--- config.mk ---
export PLATFORM = sky130hd
export DESIGN_NAME = lcd_segment_timing_driver
export DESIGN_NICKNAME = d
export VERILOG_FILES = /design/src/rtl/lcd_timing_pkg.sv /design/src/rtl/lcd_segment_timing_driver.sv /design/src/rtl/lcd_src_div.sv /design/src/rtl/lcd_sync2.sv
export SDC_FILE = /design/constraint.sdc
export NUM_CORES = 2
export LEC_CHECK = 0
export BUFFER_PORTS_ARGS = -buffer_cell sky130_fd_sc_hd__clkbuf_2
export CORE_ASPECT_RATIO = 0.9
export CORE_MARGIN = 4
export CORE_UTILIZATION = 60
export DETAILED_ROUTE_END_ITERATION = 10
export PLACE_DENSITY_LB_ADDON = 0.12
export SETUP_SLACK_MARGIN = 0.3
export SLEW_MARGIN = 20
export SYNTH_ARGS = -nofsm -noshare
export SYNTH_HDL_FRONTEND = slang
export SYNTH_SLANG_ARGS = --single-unit
--- constraint.sdc ---
create_clock -name clk -period 4.59 [get_ports clk]
set_input_delay 0.6885 -clock clk [delete_from_list [all_inputs] [get_ports clk]]
set_output_delay 0.6885 -clock clk [all_outputs]
set_load 0.01 [all_outputs]
--- src/rtl/lcd_timing_pkg.sv ---
// Package for the segment LCD timing driver: register map, fields, resets, types.
// Assumes a 32-bit AXI4-Lite register bus and a 100 MHz system clock.
package lcd_timing_pkg;
   // Register byte offsets
   localparam logic [7:0] CONTROL_OFS = 8'h00;
   localparam logic [7:0] PHASE_OFS = 8'h04;
   localparam logic [7:0] LADDER_OFS = 8'h08;
   localparam logic [7:0] IRQ_OFS = 8'h0C;
   localparam logic [7:0] DIR_OFS = 8'h10;
   localparam logic [7:0] SEGEN_OFS = 8'h20;
   localparam logic [7:0] PIXEL_OFS = 8'h40;
   localparam int SEGEN_WORDS = 4;
   localparam int PIXEL_WORDS = 16;
   localparam int NUM_SEG = 64;
   // Control register fields
   localparam int CTL_ENABLE_BIT = 15;
   localparam int CTL_SLEEP_STOP_BIT = 6;
   localparam int CTL_WRITE_ERROR_FLAG_BIT = 5;
   localparam int CTL_CS_LSB = 3;
   localparam int CTL_MUX_LSB = 0;
   // Phase register fields
   localparam int PS_TYPEB_BIT = 7;
   localparam int PS_PRESCALE_LSB = 0;
   // Interrupt register fields
   localparam int IRQ_FLAG_BIT = 0;
   localparam int IRQ_ENABLE_BIT = 1;
   // Reset values
   localparam logic [31:0] CONTROL_RST = 32'h0000_0000;
   localparam logic [31:0] PHASE_RST = 32'h0000_0000;
   localparam logic [31:0] LADDER_RST = 32'h0000_0000;
   localparam logic [2:0] MUX_RST = 3'h0;
   // Source clock dividers and slice split factors
   localparam int FAST_OSC_DIV = 8192;
   localparam int SLOW_OSC_DIV = 32;
   localparam int STATIC_FACTOR = 4;
   localparam int HALF_FACTOR = 2;
   // Clock source choices
   typedef enum logic [1:0] {SRC_FAST, SRC_SECONDARY, SRC_LOW_POWER_RC_OSCILLATOR, SRC_NONE} clk_src_t;
   // Panel drive levels carried together
   typedef struct packed {
      logic [7:0] com;
      logic [7:0] comEn;
      logic [NUM_SEG-1:0] seg;
      logic [NUM_SEG-1:0] segEn;
   } panel_drive_t;
endpackage : lcd_timing_pkg

--- src/rtl/lcd_segment_timing_driver.sv ---
// Segment LCD timing driver: AXI4-Lite registers, frame timing, common/segment drive.
// Assumes oscillator and sleep inputs come from other domains; the glass sees
// digital drive levels plus enables (analog bias is outside).
//
// The register addresses and the AXI4-Lite register port were decided locally.
`timescale 1ns/10ps
module lcd_segment_timing_driver
   import lcd_timing_pkg::*;
(
   // Clock and reset
   input wire logic clk,
   input wire logic arst_n,
   // AXI4-Lite slave
   input wire logic [7:0] s_axi_awaddr,
   input wire logic s_axi_awvalid,
   output logic s_axi_awready,
   input wire logic [31:0] s_axi_wdata,
   input wire logic [3:0] s_axi_wstrb,
   input wire logic s_axi_wvalid,
   output logic s_axi_wready,
   output logic [1:0] s_axi_bresp,
   output logic s_axi_bvalid,
   input wire logic s_axi_bready,
   input wire logic [7:0] s_axi_araddr,
   input wire logic s_axi_arvalid,
   output logic s_axi_arready,
   output logic [31:0] s_axi_rdata,
   output logic [1:0] s_axi_rresp,
   output logic s_axi_rvalid,
   input wire logic s_axi_rready,
   // Oscillators and processor sleep (asynchronous)
   input wire logic fastOsc,
   input wire logic secondaryOsc,
   input wire logic lprcOsc,
   input wire logic cpuSleep,
   // Panel pins and frame interrupt
   output panel_drive_t panel,
   output logic [NUM_SEG-1:0] pinOut,
   output logic frameIrq
);
   // Synchronised inputs and source ticks
   logic fastS, secS, lprcS, sleepS;
   logic fastTick, secTick, lprcTick;
   lcd_sync2 uSyncFast (.clk(clk), .arst_n(arst_n), .din(fastOsc), .dout(fastS));
   lcd_sync2 uSyncSec (.clk(clk), .arst_n(arst_n), .din(secondaryOsc), .dout(secS));
   lcd_sync2 uSyncLprc (.clk(clk), .arst_n(arst_n), .din(lprcOsc), .dout(lprcS));
   lcd_sync2 uSyncSleep (.clk(clk), .arst_n(arst_n), .din(cpuSleep), .dout(sleepS));
   lcd_src_div #(.DIV(FAST_OSC_DIV)) uDivFast (
      .clk(clk), .arst_n(arst_n), .oscLevel(fastS), .tick(fastTick));
   lcd_src_div #(.DIV(SLOW_OSC_DIV)) uDivSec (
      .clk(clk), .arst_n(arst_n), .oscLevel(secS), .tick(secTick));
   lcd_src_div #(.DIV(SLOW_OSC_DIV)) uDivLprc (
      .clk(clk), .arst_n(arst_n), .oscLevel(lprcS), .tick(lprcTick));

   // Registers
   logic [31:0] control_reg, phase_reg, ladder_reg;
   logic irqFlag_reg, irqEnable_reg;
   logic [NUM_SEG-1:0] direction_reg, segEnable_reg;
   logic [31:0] pixel_reg [PIXEL_WORDS];
   logic [2:0] mux;
   logic [3:0] prescale;
   logic enable, typeB, sleepStop, halted, frozen;
   clk_src_t src;
   assign mux = control_reg[CTL_MUX_LSB +: 3];
   assign src = clk_src_t'(control_reg[CTL_CS_LSB +: 2]);
   assign enable = control_reg[CTL_ENABLE_BIT];
   assign sleepStop = control_reg[CTL_SLEEP_STOP_BIT];
   assign prescale = phase_reg[PS_PRESCALE_LSB +: 4];
   assign typeB = phase_reg[PS_TYPEB_BIT];
   assign halted = sleepS && sleepStop;
   assign frozen = sleepS && !sleepStop;

   // AXI write channel
   logic awHeld_reg, wHeld_reg;
   logic [7:0] awAddr_reg;
   logic [31:0] wData_reg;
   logic [3:0] wStrb_reg;
   logic doWrite, writeBlocked, pixelHit;
   assign s_axi_awready = !awHeld_reg && !s_axi_bvalid;
   assign s_axi_wready = !wHeld_reg && !s_axi_bvalid;
   assign doWrite = awHeld_reg && wHeld_reg && !s_axi_bvalid;
   assign pixelHit = awAddr_reg >= PIXEL_OFS;
   always_ff @(posedge clk or negedge arst_n) begin
      if (!arst_n) begin
         awHeld_reg <= 1'b0;
         wHeld_reg <= 1'b0;
         awAddr_reg <= 8'h00;
         wData_reg <= 32'h0000_0000;
         wStrb_reg <= 4'h0;
         s_axi_bvalid <= 1'b0;
      end else begin
         if (s_axi_awvalid && s_axi_awready) begin
            awHeld_reg <= 1'b1;
            awAddr_reg <= s_axi_awaddr;
         end
         if (s_axi_wvalid && s_axi_wready) begin
            wHeld_reg <= 1'b1;
            wData_reg <= s_axi_wdata;
            wStrb_reg <= s_axi_wstrb;
         end
         if (doWrite) begin
            awHeld_reg <= 1'b0;
            wHeld_reg <= 1'b0;
            s_axi_bvalid <= 1'b1;
         end else if (s_axi_bready) begin
            s_axi_bvalid <= 1'b0;
         end
      end
   end
   assign s_axi_bresp = 2'b00;

   function automatic logic [31:0] merge(input logic [31:0] old, input logic [31:0] nw,
                                         input logic [3:0] be);
      logic [31:0] r;
      r = old;
      for (int i = 0; i < 4; i++) begin
         if (be[i]) begin
            r[i*8 +: 8] = nw[i*8 +: 8];
         end
      end
      return r;
   endfunction : merge

   // Frame timing
   logic [3:0] preCnt_reg;
   logic [1:0] subCnt_reg;
   logic [2:0] slice_reg;
   logic phase_bit_reg, oddFrame_reg, srcTick, sliceTick, frameEnd;
   logic [1:0] subLimit;
   always_comb begin
      case (src)
         SRC_FAST: srcTick = fastTick;
         SRC_SECONDARY: srcTick = secTick;
         SRC_LOW_POWER_RC_OSCILLATOR: srcTick = lprcTick;
         default: srcTick = 1'b0;
      endcase
   end
   // Static slices split in 4, half mux in 2
   assign subLimit = (mux == 3'h0) ? 2'(STATIC_FACTOR - 1) :
                     (mux == 3'h1) ? 2'(HALF_FACTOR - 1) : 2'h0;
   assign sliceTick = srcTick && enable && !halted && preCnt_reg == prescale &&
                      subCnt_reg == subLimit;
   assign frameEnd = sliceTick && slice_reg == mux;
   always_ff @(posedge clk or negedge arst_n) begin
      if (!arst_n) begin
         preCnt_reg <= 4'h0;
         subCnt_reg <= 2'h0;
      end else if (!enable || halted) begin
         preCnt_reg <= 4'h0;
         subCnt_reg <= 2'h0;
      end else if (srcTick) begin
         if (preCnt_reg == prescale) begin
            preCnt_reg <= 4'h0;
            subCnt_reg <= (subCnt_reg == subLimit) ? 2'h0 : subCnt_reg + 2'h1;
         end else begin
            preCnt_reg <= preCnt_reg + 4'h1;
         end
      end
   end
   // Slice, phase within slice, frame parity
   always_ff @(posedge clk or negedge arst_n) begin
      if (!arst_n) begin
         slice_reg <= 3'h0;
         phase_bit_reg <= 1'b0;
         oddFrame_reg <= 1'b0;
      end else if (!enable || halted) begin
         slice_reg <= 3'h0;
         phase_bit_reg <= 1'b0;
         oddFrame_reg <= 1'b0;
      end else if (srcTick && preCnt_reg == prescale) begin
         if (!typeB || mux == 3'h0) begin
            phase_bit_reg <= (subCnt_reg == subLimit / 2'h2 || subCnt_reg == subLimit) ?
                             !phase_bit_reg : phase_bit_reg;
         end
         if (sliceTick) begin
            slice_reg <= frameEnd ? 3'h0 : slice_reg + 3'h1;
            if (frameEnd) begin
               oddFrame_reg <= !oddFrame_reg;
            end
         end
      end
   end
   logic inversion;
   assign inversion = (typeB && mux != 3'h0) ? oddFrame_reg : phase_bit_reg;

   // Write window: while enabled, Type-B multiplex accepts pixel writes only in the subframe after the flag
   logic writeOpen;
   assign writeOpen = !(typeB && mux != 3'h0) || oddFrame_reg;
   assign writeBlocked = frozen || !writeOpen;

   // Control, phase, ladder, direction and segment enable writes
   always_ff @(posedge clk or negedge arst_n) begin
      if (!arst_n) begin
         control_reg <= CONTROL_RST;
         phase_reg <= PHASE_RST;
         ladder_reg <= LADDER_RST;
         direction_reg <= '0;
         segEnable_reg <= '0;
         irqEnable_reg <= 1'b0;
      end else begin
         if (doWrite && pixelHit && enable && writeBlocked) begin
            control_reg[CTL_WRITE_ERROR_FLAG_BIT] <= 1'b1;
         end
         if (doWrite) begin
            case (awAddr_reg)
               CONTROL_OFS: begin
                  control_reg <= merge(control_reg, wData_reg, wStrb_reg) & 32'h0000_A07F;
                  if (control_reg[CTL_WRITE_ERROR_FLAG_BIT] && !wData_reg[CTL_WRITE_ERROR_FLAG_BIT]) begin
                     control_reg[CTL_WRITE_ERROR_FLAG_BIT] <= pixelHit;
                  end
               end
               PHASE_OFS: phase_reg <= merge(phase_reg, wData_reg, wStrb_reg) & 32'h0000_00FF;
               LADDER_OFS: ladder_reg <= merge(ladder_reg, wData_reg, wStrb_reg) & 32'h0000_BFF7;
               IRQ_OFS: irqEnable_reg <= wData_reg[IRQ_ENABLE_BIT];
               DIR_OFS: direction_reg[31:0] <= merge(direction_reg[31:0], wData_reg, wStrb_reg);
               8'h14: direction_reg[63:32] <= merge(direction_reg[63:32], wData_reg, wStrb_reg);
               SEGEN_OFS: segEnable_reg[31:0] <= merge(segEnable_reg[31:0], wData_reg, wStrb_reg);
               8'h24: segEnable_reg[63:32] <= merge(segEnable_reg[63:32], wData_reg, wStrb_reg);
               default: ;
            endcase
         end
      end
   end

   // Pixel storage: word w holds common w/2, segments (w%2)*32.. ; spare bits are plain RAM
   always_ff @(posedge clk or negedge arst_n) begin
      if (!arst_n) begin
         for (int i = 0; i < PIXEL_WORDS; i++) begin
            pixel_reg[i] <= 32'h0000_0000;
         end
      end else if (doWrite && pixelHit && !(enable && writeBlocked) && !frozen) begin
         pixel_reg[awAddr_reg[5:2]] <= merge(pixel_reg[awAddr_reg[5:2]], wData_reg,
                                             wStrb_reg);
      end
   end

   // Frame flag: Type-B multiplex only, at end of even frame (oddFrame_reg low), once per frame pair
   always_ff @(posedge clk or negedge arst_n) begin
      if (!arst_n) begin
         irqFlag_reg <= 1'b0;
      end else if (frameEnd && typeB && mux != 3'h0 && oddFrame_reg == 1'b0) begin
         irqFlag_reg <= 1'b1;
      end else if (doWrite && awAddr_reg == IRQ_OFS && !wData_reg[IRQ_FLAG_BIT]) begin
         irqFlag_reg <= 1'b0;
      end
   end
   assign frameIrq = irqFlag_reg && irqEnable_reg;

   // Read channel
   logic [31:0] rdVal;
   always_comb begin
      rdVal = 32'h0000_0000;
      if (s_axi_araddr >= PIXEL_OFS) begin
         rdVal = pixel_reg[s_axi_araddr[5:2]];
      end else begin
         case (s_axi_araddr)
            CONTROL_OFS: rdVal = control_reg;
            PHASE_OFS: rdVal = phase_reg;
            LADDER_OFS: rdVal = ladder_reg;
            IRQ_OFS: rdVal = {30'h0, irqEnable_reg, irqFlag_reg};
            DIR_OFS: rdVal = direction_reg[31:0];
            8'h14: rdVal = direction_reg[63:32];
            SEGEN_OFS: rdVal = segEnable_reg[31:0];
            8'h24: rdVal = segEnable_reg[63:32];
            8'h28: rdVal = {26'h0, oddFrame_reg, slice_reg, 2'h0};
            default: rdVal = 32'h0000_0000;
         endcase
      end
   end
   assign s_axi_arready = !s_axi_rvalid;
   always_ff @(posedge clk or negedge arst_n) begin
      if (!arst_n) begin
         s_axi_rvalid <= 1'b0;
         s_axi_rdata <= 32'h0000_0000;
      end else if (s_axi_arvalid && s_axi_arready) begin
         s_axi_rvalid <= 1'b1;
         s_axi_rdata <= rdVal;
      end else if (s_axi_rready) begin
         s_axi_rvalid <= 1'b0;
      end
   end
   assign s_axi_rresp = 2'b00;

   // Panel drive: active common high, seg = dark xor active polarity, all flipped by inversion
   panel_drive_t drive_next;
   always_comb begin
      drive_next = '0;
      for (int c = 0; c < 8; c++) begin
         drive_next.comEn[c] = enable && (3'(c) <= mux);
         drive_next.com[c] = (3'(c) == slice_reg) ^ inversion;
      end
      for (int s = 0; s < NUM_SEG; s++) begin
         drive_next.segEn[s] = enable && segEnable_reg[s];
         drive_next.seg[s] = pixel_reg[{slice_reg, 1'b0} + 4'(s / 32)][s % 32] ^ inversion;
      end
      // Upper commons double as segment drivers only up to quarter mux
      if (mux > 3'h3) begin
         drive_next.segEn[NUM_SEG-1 -: 4] = 4'h0;
      end
      if (halted) begin
         drive_next.com = 8'h00;
         drive_next.seg = '0;
      end
   end
   always_ff @(posedge clk or negedge arst_n) begin
      if (!arst_n) begin
         panel <= '0;
      end else begin
         panel <= drive_next;
      end
   end
   // Output enable of plain I/O pins from direction bits (1 = output)
   assign pinOut = direction_reg & ~panel.segEn;

   a_mux_com_enable: assert property (@(posedge clk) disable iff (!arst_n)
      enable |=> panel.comEn[0]) else $error("first common not driven");
   a_no_irq_typea: assert property (@(posedge clk) disable iff (!arst_n)
      (!typeB && $rose(irqFlag_reg)) |-> 1'b0) else $error("flag in Type-A");
   a_halt_min: assert property (@(posedge clk) disable iff (!arst_n)
      halted |=> (panel.com == 8'h00 || !$past(halted))) else $error("halt not low");
   a_upper_seg: assert property (@(posedge clk) disable iff (!arst_n)
      mux > 3'h3 |=> panel.segEn[NUM_SEG-1] == 1'b0 || $past(mux) <= 3'h3)
      else $error("upper common as segment");
   a_write_error_flag_set: assert property (@(posedge clk) disable iff (!arst_n)
      (doWrite && pixelHit && enable && writeBlocked) |=> control_reg[CTL_WRITE_ERROR_FLAG_BIT])
      else $error("write error missed");
   a_frame_wrap: assert property (@(posedge clk) disable iff (!arst_n)
      frameEnd |=> slice_reg == 3'h0) else $error("frame not restarted");
   a_irq_end: assert property (@(posedge clk) disable iff (!arst_n)
      $rose(irqFlag_reg) |-> $past(frameEnd)) else $error("flag off boundary");
   a_frozen_data: assert property (@(posedge clk) disable iff (!arst_n)
      frozen && $past(frozen) |-> $stable(pixel_reg[0])) else $error("data changed");
endmodule : lcd_segment_timing_driver

--- src/rtl/lcd_src_div.sv ---
// Divider: one-cycle tick every DIV rising edges of an already synchronised oscillator level.
// Assumes oscLevel is on clk's domain.
`timescale 1ns/10ps
module lcd_src_div #(
   parameter int DIV = 32
) (
   // Clock and reset
   input wire logic clk,
   input wire logic arst_n,
   // Oscillator level and tick out
   input wire logic oscLevel,
   output logic tick
);
   logic last_reg;
   logic [13:0] cnt_reg;
   always_ff @(posedge clk or negedge arst_n) begin
      if (!arst_n) begin
         last_reg <= 1'b0;
         cnt_reg <= 14'h0000;
         tick <= 1'b0;
      end else begin
         last_reg <= oscLevel;
         tick <= 1'b0;
         if (oscLevel && !last_reg) begin
            if (cnt_reg == 14'(DIV - 1)) begin
               cnt_reg <= 14'h0000;
               tick <= 1'b1;
            end else begin
               cnt_reg <= cnt_reg + 14'h0001;
            end
         end
      end
   end
endmodule : lcd_src_div

--- src/rtl/lcd_sync2.sv ---
// Two-flop synchroniser for one asynchronous level.
// Assumes the destination clock is clk.
`timescale 1ns/10ps
module lcd_sync2 (
   // Clock and reset
   input wire logic clk,
   input wire logic arst_n,
   // Level in and out
   input wire logic din,
   output logic dout
);
   logic meta_reg;
   always_ff @(posedge clk or negedge arst_n) begin
      if (!arst_n) begin
         meta_reg <= 1'b0;
         dout <= 1'b0;
      end else begin
         meta_reg <= din;
         dout <= meta_reg;
      end
   end
endmodule : lcd_sync2

; ---- Word-level counts from Yosys, hierarchy flattened
; Index checks and enable logic that the tools add are counted.
[totals]
register_bits = 964
latchBits = 0
ram_bits = 0
romBits = 0
in_bits = 63
out_inout_bits = 250
mem_count = 0
[classes]
addsub = 7
mul = 0
div = 0
order_cmp = 16
eq_ne = 33
shift = 0
muxes = 75
bitwise_logic = 79
reduce_logical = 173
[ops]
columns = op, count
row1 = $bmux 32 s4, 4
row2 = $bwmux 512, 1
row3 = $mux 32, 10
row4 = $pmux 32 s9, 1
row5 = $demux 32 s4, 1
row6 = $logic_and 1x1->1, 105
row7 = $mux 8, 9
row8 = $xor 1x1->1, 72
row9 = $reduce_and 3->1, 23
row10 = $and 64x64->64, 1
row11 = $mux 64, 1
row12 = $not 64->64, 1
row13 = $add 14x1->14 const B, 3
row14 = $mux 14, 3
row15 = $eq 8x6->1 const B, 5
row16 = $eq 8x4->1 const B, 4
row17 = $eq 8x5->1 const B, 4
row18 = $eq 14x5->1 const B, 2
row19 = $mux 1, 28
row20 = $reduce_bool 2->1, 12
row21 = $ge 5x5->1 const B, 4
row22 = $not 4->5, 4
row23 = $logic_not 1->1, 19
row24 = $mux 6, 3
row25 = other kinds (33), 63

; ---- Logic depth before layout (Yosys ltp)
[logic_depth]
word_depth = 12
depth_mapped = 10
ltp_nobuf = 5

; ---- Modules after synthesis
; From an unflattened synthesis, not the netlist that was laid out.
[unflattened]
cells_unflattened = 4215
area_unflattened_um2 = 49581.3
[by_module_without_submodules]
columns = mod, instances, cells_per_inst, area_each_um2, seq_area_each_um2
row1 = lcd_segment_timing_driver, 1, 3998, 47091.4, 22721.8
row2 = lcd_src_div (uDivLprc ...), 2, 67, 747.0, 400.4
row3 = lcd_src_div (uDivFast), 1, 75, 795.8, 400.4
row4 = lcd_sync2, 4, 2, 50.0, 50.0

; ---- Worst setup path before layout
; OpenSTA, ideal clock, no wires.
[synth_timing]
kind = input -> register
from = input s_axi_araddr[3]
to = register s_axi_rdata[22]
setup_time_ns = 0.121
arrival_time_ns = 2.393
required_ns = 4.469
path_slack_ns = 2.076
cell_stages = 6
n_path_buf = 2
path_cell_list = clkbuf_1 buf_1 mux4_2 a22oi_1 a21oi_1 o22a_1
[synth_between]
elab_chain_len = 5
[synth_lines]
columns = item, line
row1 = start: declaration, lcd_segment_timing_driver.sv:24  ; input wire logic [7:0] s_axi_araddr,
row2 = $not 4->5 (implied by the code), lcd_segment_timing_driver.sv:254  ; rdVal = pixel_reg[s_axi_araddr[5:2]];
row3 = $bmux 32 s4, lcd_segment_timing_driver.sv:254
row4 = $mux 32 (implied by the code) (2 in series), lcd_segment_timing_driver.sv:254
row5 = $mux 32 *, lcd_segment_timing_driver.sv:253  ; if (s_axi_araddr >= PIXEL_OFS) begin
row6 = end signal: assignment, lcd_segment_timing_driver.sv:277  ; s_axi_rdata <= rdVal;
row7 = end: declaration, lcd_segment_timing_driver.sv:27  ; output logic [31:0] s_axi_rdata,
; Every way passes the cells marked *; elsewhere a longest branch is shown, timed or not. The select of a mux whose other input is x is not followed.
; A chain may end at the register's enable or synchronous reset.

; ---- Worst setup path in the final report
[layout_timing]
from = register awAddr_reg[3]
to = register pixel_reg[5] in the netlist's numbering
[layout_between]
elab_chain_len = 7
[layout_lines]
columns = item, line
row1 = start: declaration, lcd_segment_timing_driver.sv:75  ; logic [7:0] awAddr_reg;
row2 = start signal: assignment, lcd_segment_timing_driver.sv:94  ; awAddr_reg <= s_axi_awaddr;
row3 = $not 4->5 (implied by the code), lcd_segment_timing_driver.sv:232  ; pixel_reg[awAddr_reg[5:2]] <= merge(pixel_reg[awAddr_reg[5:2]], wData_reg,
row4 = $bmux 32 s4, lcd_segment_timing_driver.sv:232
row5 = $mux 32 (implied by the code) (2 in series), lcd_segment_timing_driver.sv:232
row6 = $mux 8, lcd_segment_timing_driver.sv:117  ; if (be[i]) begin
row7 = $mux 8, lcd_segment_timing_driver.sv:231  ; end else if (doWrite && pixelHit && !(enable && writeBlocked) && !frozen) begin
row8 = $bwmux 512, lcd_segment_timing_driver.sv:232
row9 = end signal: indexed assignment, lcd_segment_timing_driver.sv:232
row10 = end: declaration, lcd_segment_timing_driver.sv:59  ; logic [31:0] pixel_reg [PIXEL_WORDS];
; Several ways; a longest one is shown, not always the timed one. The select of a mux whose other input is x is not followed.

==> results <==
- The flow ran to the end, but the final reports show violations.
- The checks that failed: negative hold slack.
- The register with the most flip-flops in the layout has 512 of them.
- After filler insertion, the fill cell instance count of the layout stands at 6035.
- The portion of synthesized cell area occupied by the leading cell type is 48.8%.
- Traced cell by cell, the critical path runs through buf_4 > nor2b_1 > nand2_1 > a32oi_2 > o31a_1 > o21ai_0.
- The overall die width is around 310 um.
- The standard-cell row count is 99.
- The finished layout cell area is 0.0554 sq mm.
- The top-level port count is 313.
- The routed length per placed instance is around 28 um.
- The number of search-and-repair iterations in the first detailed-routing pass is 8.
- The aggregate negative setup slack is 0 ps.
- The die covers ~0.087 sq mm.
- The area growth from synthesis to layout is 12.1%.
- The average via count per standard cell is between 6 and 7.
- The post-route worst hold slack is -3.13 ps.
- Each instance of the synthesized netlist takes up on average roughly 12 sq um.
- Once the floorplan was initialized, standard cells occupied between 60% and 70% of the core.
- At the worst endpoint, the required time is roughly 5000 ps.
- The number of clock buffers inserted by TritonCTS is between 90 and 100.
- The sum of routed wire length over all layers is about 150000 um.
- The post-place instance area is between 0.05 and 0.06 sq mm.
- After synthesis, the netlist uses 75 different library cells.
- The number of antenna violations at the first check in global routing is 2.
- In this run the power density over the cells is ~570 mW/mm^2.
- The worst hold path class is in -> async.
- The via count is approximately 37000.
- Synthesis inferred 964 register bits.
- No sink is reached through more buffers than the 3 on the longest clock path.
- The clock reaches the later pin of the worst-skew pair after 690 ps.
- At the placement stage, the worst setup path has a slack of 1050 ps.
- In this run the vertical extent of the chip is 280 um.
- In the synthesized netlist the dominant register cell turns out to be dfrtp_1.
- The number of buffers and inverters on the critical path is 1.
- TritonCTS built the clock tree.
- STA classifies the critical path endpoint as a register.
- STA puts the critical path data arrival time at just over 4000 ps.
- Derived from the worst setup path, the maximum achievable clock frequency is ~280 MHz.
- The worst max-slew margin expressed relative to the limit is between 20% and 30%.
- The worst setup slack after layout is 1040 ps.
- The count of nets after finishing is 4405.
- The actual slew at the worst max-slew pin is 1140 ps.
- The count of unresolved DRC violations after routing is 0.
- By startpoint and endpoint, the worst setup path is classified as reg -> reg.
- The synthesized instance count is just over 4000.
- The H-tree depth reported by CTS is 3.
- Cells fill 68.1% of the core in the end.
- The summed instance area of the synthesized netlist is between 0.04 and 0.05 sq mm.
- The slowest cell on the critical path is dfrtp_4.
- The number of routed nets with antenna violations is 0.
- The startpoint of the worst setup timing path is awAddr_reg[3].
- After clock tree synthesis, the clock-pin slew on the worst setup and hold paths is roughly 60 ps.
- The cell type with the largest total area after synthesis is dfrtp_1.
- The critical path startpoint category is a register.
- The leakage power summed over all cells is between 20 and 30 nW.
- Clock skew on the completed layout was measured at about 25 ps.
- The count of flip-flops with a built-in enable after synthesis is 0.
- The minimum clock period is between 3000 and 4000 ps.
- The total core area is around 0.08 sq mm.
- The via count of the first global-routing pass is about 36000.
- The first-pass GRT wire length is about 230000 um.
- Setup repair after global routing left no endpoint under its margin.
- The cell family with the largest share of critical-path delay is compound AO/OA/AOI/OAI gates.
- The peak supply drop is about 360 uV.
- The tool flagged a number of max-cap violations equal to 0.
- The total congestion overflow after global routing is 0.
- Detailed placement finished with a half-perimeter wire length of ~96000 um.
- For this design, the CTS-stage hold fixing added 0 buffers.
- The first routing iteration left 4406 violations.
- The placer congestion estimate is 0.904.
- Sequential elements use a little under 50% of the synthesized area.
- Buffers placed on the I/O ports in this run total ~310.
- Global routing used a little over a third of the available tracks across all layers.
- The sink count of the clock tree is 964.
- The hold violation count in the final report came to 5.
- Gates resized during post-CTS repair numbered 0.
- Along the worst path, the maximum fanout reaches 32.
- Entering global routing, the biggest net connects 118 pins.
- The period utilization is between 70% and 80%.
- Sorting the synthesized cells by area gives the leading types as dfrtp_1, mux4_2, mux2_2.
- The largest single stage delay on the critical path is about 860 ps.
- The clock tree root buffer cell is clkbuf_16.
- Setup violations remaining at the end of the flow were counted as 0.
- The start of the worst register-to-register path is awAddr_reg[3].
- The count of yosys warnings during synthesis is 0.
- Cells with a size suffix above 1 make up about 30% of the layout.
- The share of flip-flops with an asynchronous set or reset after synthesis is 100%.
- The count of final max-slew check failures is 0.
- The count of buffers added by post-CTS timing repair for setup is 0.
[cells in the final DEF, fill, tap and decap left out, types with 26 or more instances in the layout]
cell,count
mux2_2,328
o21ai_0,308
dfrtp_1,959
and3_1,26
clkbuf_16,100
nor2b_1,75
a21oi_1,75
buf_12,26
xnor2_1,95
nand2_1,575
o21ai_1,220
o22a_1,28
nand3_1,67
a222oi_1,31
and2_1,80
mux2i_1,88
clkbuf_2,305
nor2_1,115
buf_4,102
mux4_2,322
o21ai_2,47
a22oi_1,109
[routing by layer]
metal	vias up	wire length, um	GRT usage (%)
met1	18700	57900	48.2
met4	0	10200	20.3
li1	15600	-	-
met5	-	0	0
met2	2147	71200	54.2
met3	501	15000	8.18
[final timing paths]
kind | to | slack, ps | depth (start not counted)
worst max-delay path | pixel_reg[5] | 1040 | 6
min in group clk | uSyncSleep.meta_reg | 120 | 1
max in group asynchronous | panel[86] | 3400 | 3
worst min-delay path | panel[104] | -3 | 1
worst max register to register | pixel_reg[5] | 1040 | 6
worst min register to register | uSyncSec.dout | 350 | 0
[worst register-to-register path: stages, from the launching register on]
cell     delay, ps
dfrtp_4        860
buf_4          620
nor2b_1        780
nand2_1        140
a32oi_2        450
o31a_1         400
o21ai_0        140
[cell usage after synthesis, drive strengths merged, types with 4 or more instances]
library cell	count
nand2	575
nor4	8
nor3	18
inv	15
dfrtp	964
xor2	23
and3	26
o22a	28
a222oi	31
and2	83
nand3	82
a221oi	10
nand4	18
nor2	120
o21ai	575
mux4	322
or3	8
nand3b	8
a22oi	109
mux2	328
nor2b	78
a211oi	4
xnor2	95
clkbuf	210
a21oi	75
a31oi	8
ha	10
o32ai	4
o211ai	11
buf	146
a32oi	19
mux2i	89
[through the flow]
step	cells	total power, mW
finish	5475	31.6
global placement	5291	22.5
CTS	5472	31.5
detailed placement	5291	22.8
floorplan	4152	19.0
global route	5473	33.1
[power breakdown]
group	switching [mW]	internal, mW	total (mW)
Clock	3.49	5.16	8.66
Sequential	2.55	10.6	13.1
Combinational	5.48	4.34	9.83
[cells by family (layout without fill, tap and decap cells)]
group | after synthesis | in the layout | share of synthesized area (%)
and+or+nand+nor | 1047 | 1047 | 9.89
other | 1 | 6 | 0.00759
AOI/OAI and AO/OA | 898 | 898 | 11.1
buffers and inverters | 372 | 633 | 3.89
muxes | 739 | 739 | 24.0
DFF | 964 | 964 | 48.8
adders and majority gates | 10 | 10 | 0.253
xor gates and xnor gates | 118 | 118 | 2.09
[area by class of cell]
type / count / area, sq um / area share, %
Sequential cell: 964 / 24100 / 43.6
Clock inverter: 41 / 647 / 1.17
Timing Repair Buffer: 436 / 2850 / 5.15
Clock buffer: 140 / 2840 / 5.13
Inverter: 16 / 62.6 / 0.113
Multi-Input combinational cell: 2816 / 23500 / 42.4
Tap cell: 1060 / 1330 / 2.39
Antenna cell: 2 / 5.00 / 0.00904
Power figures use the tool's default switching activity.
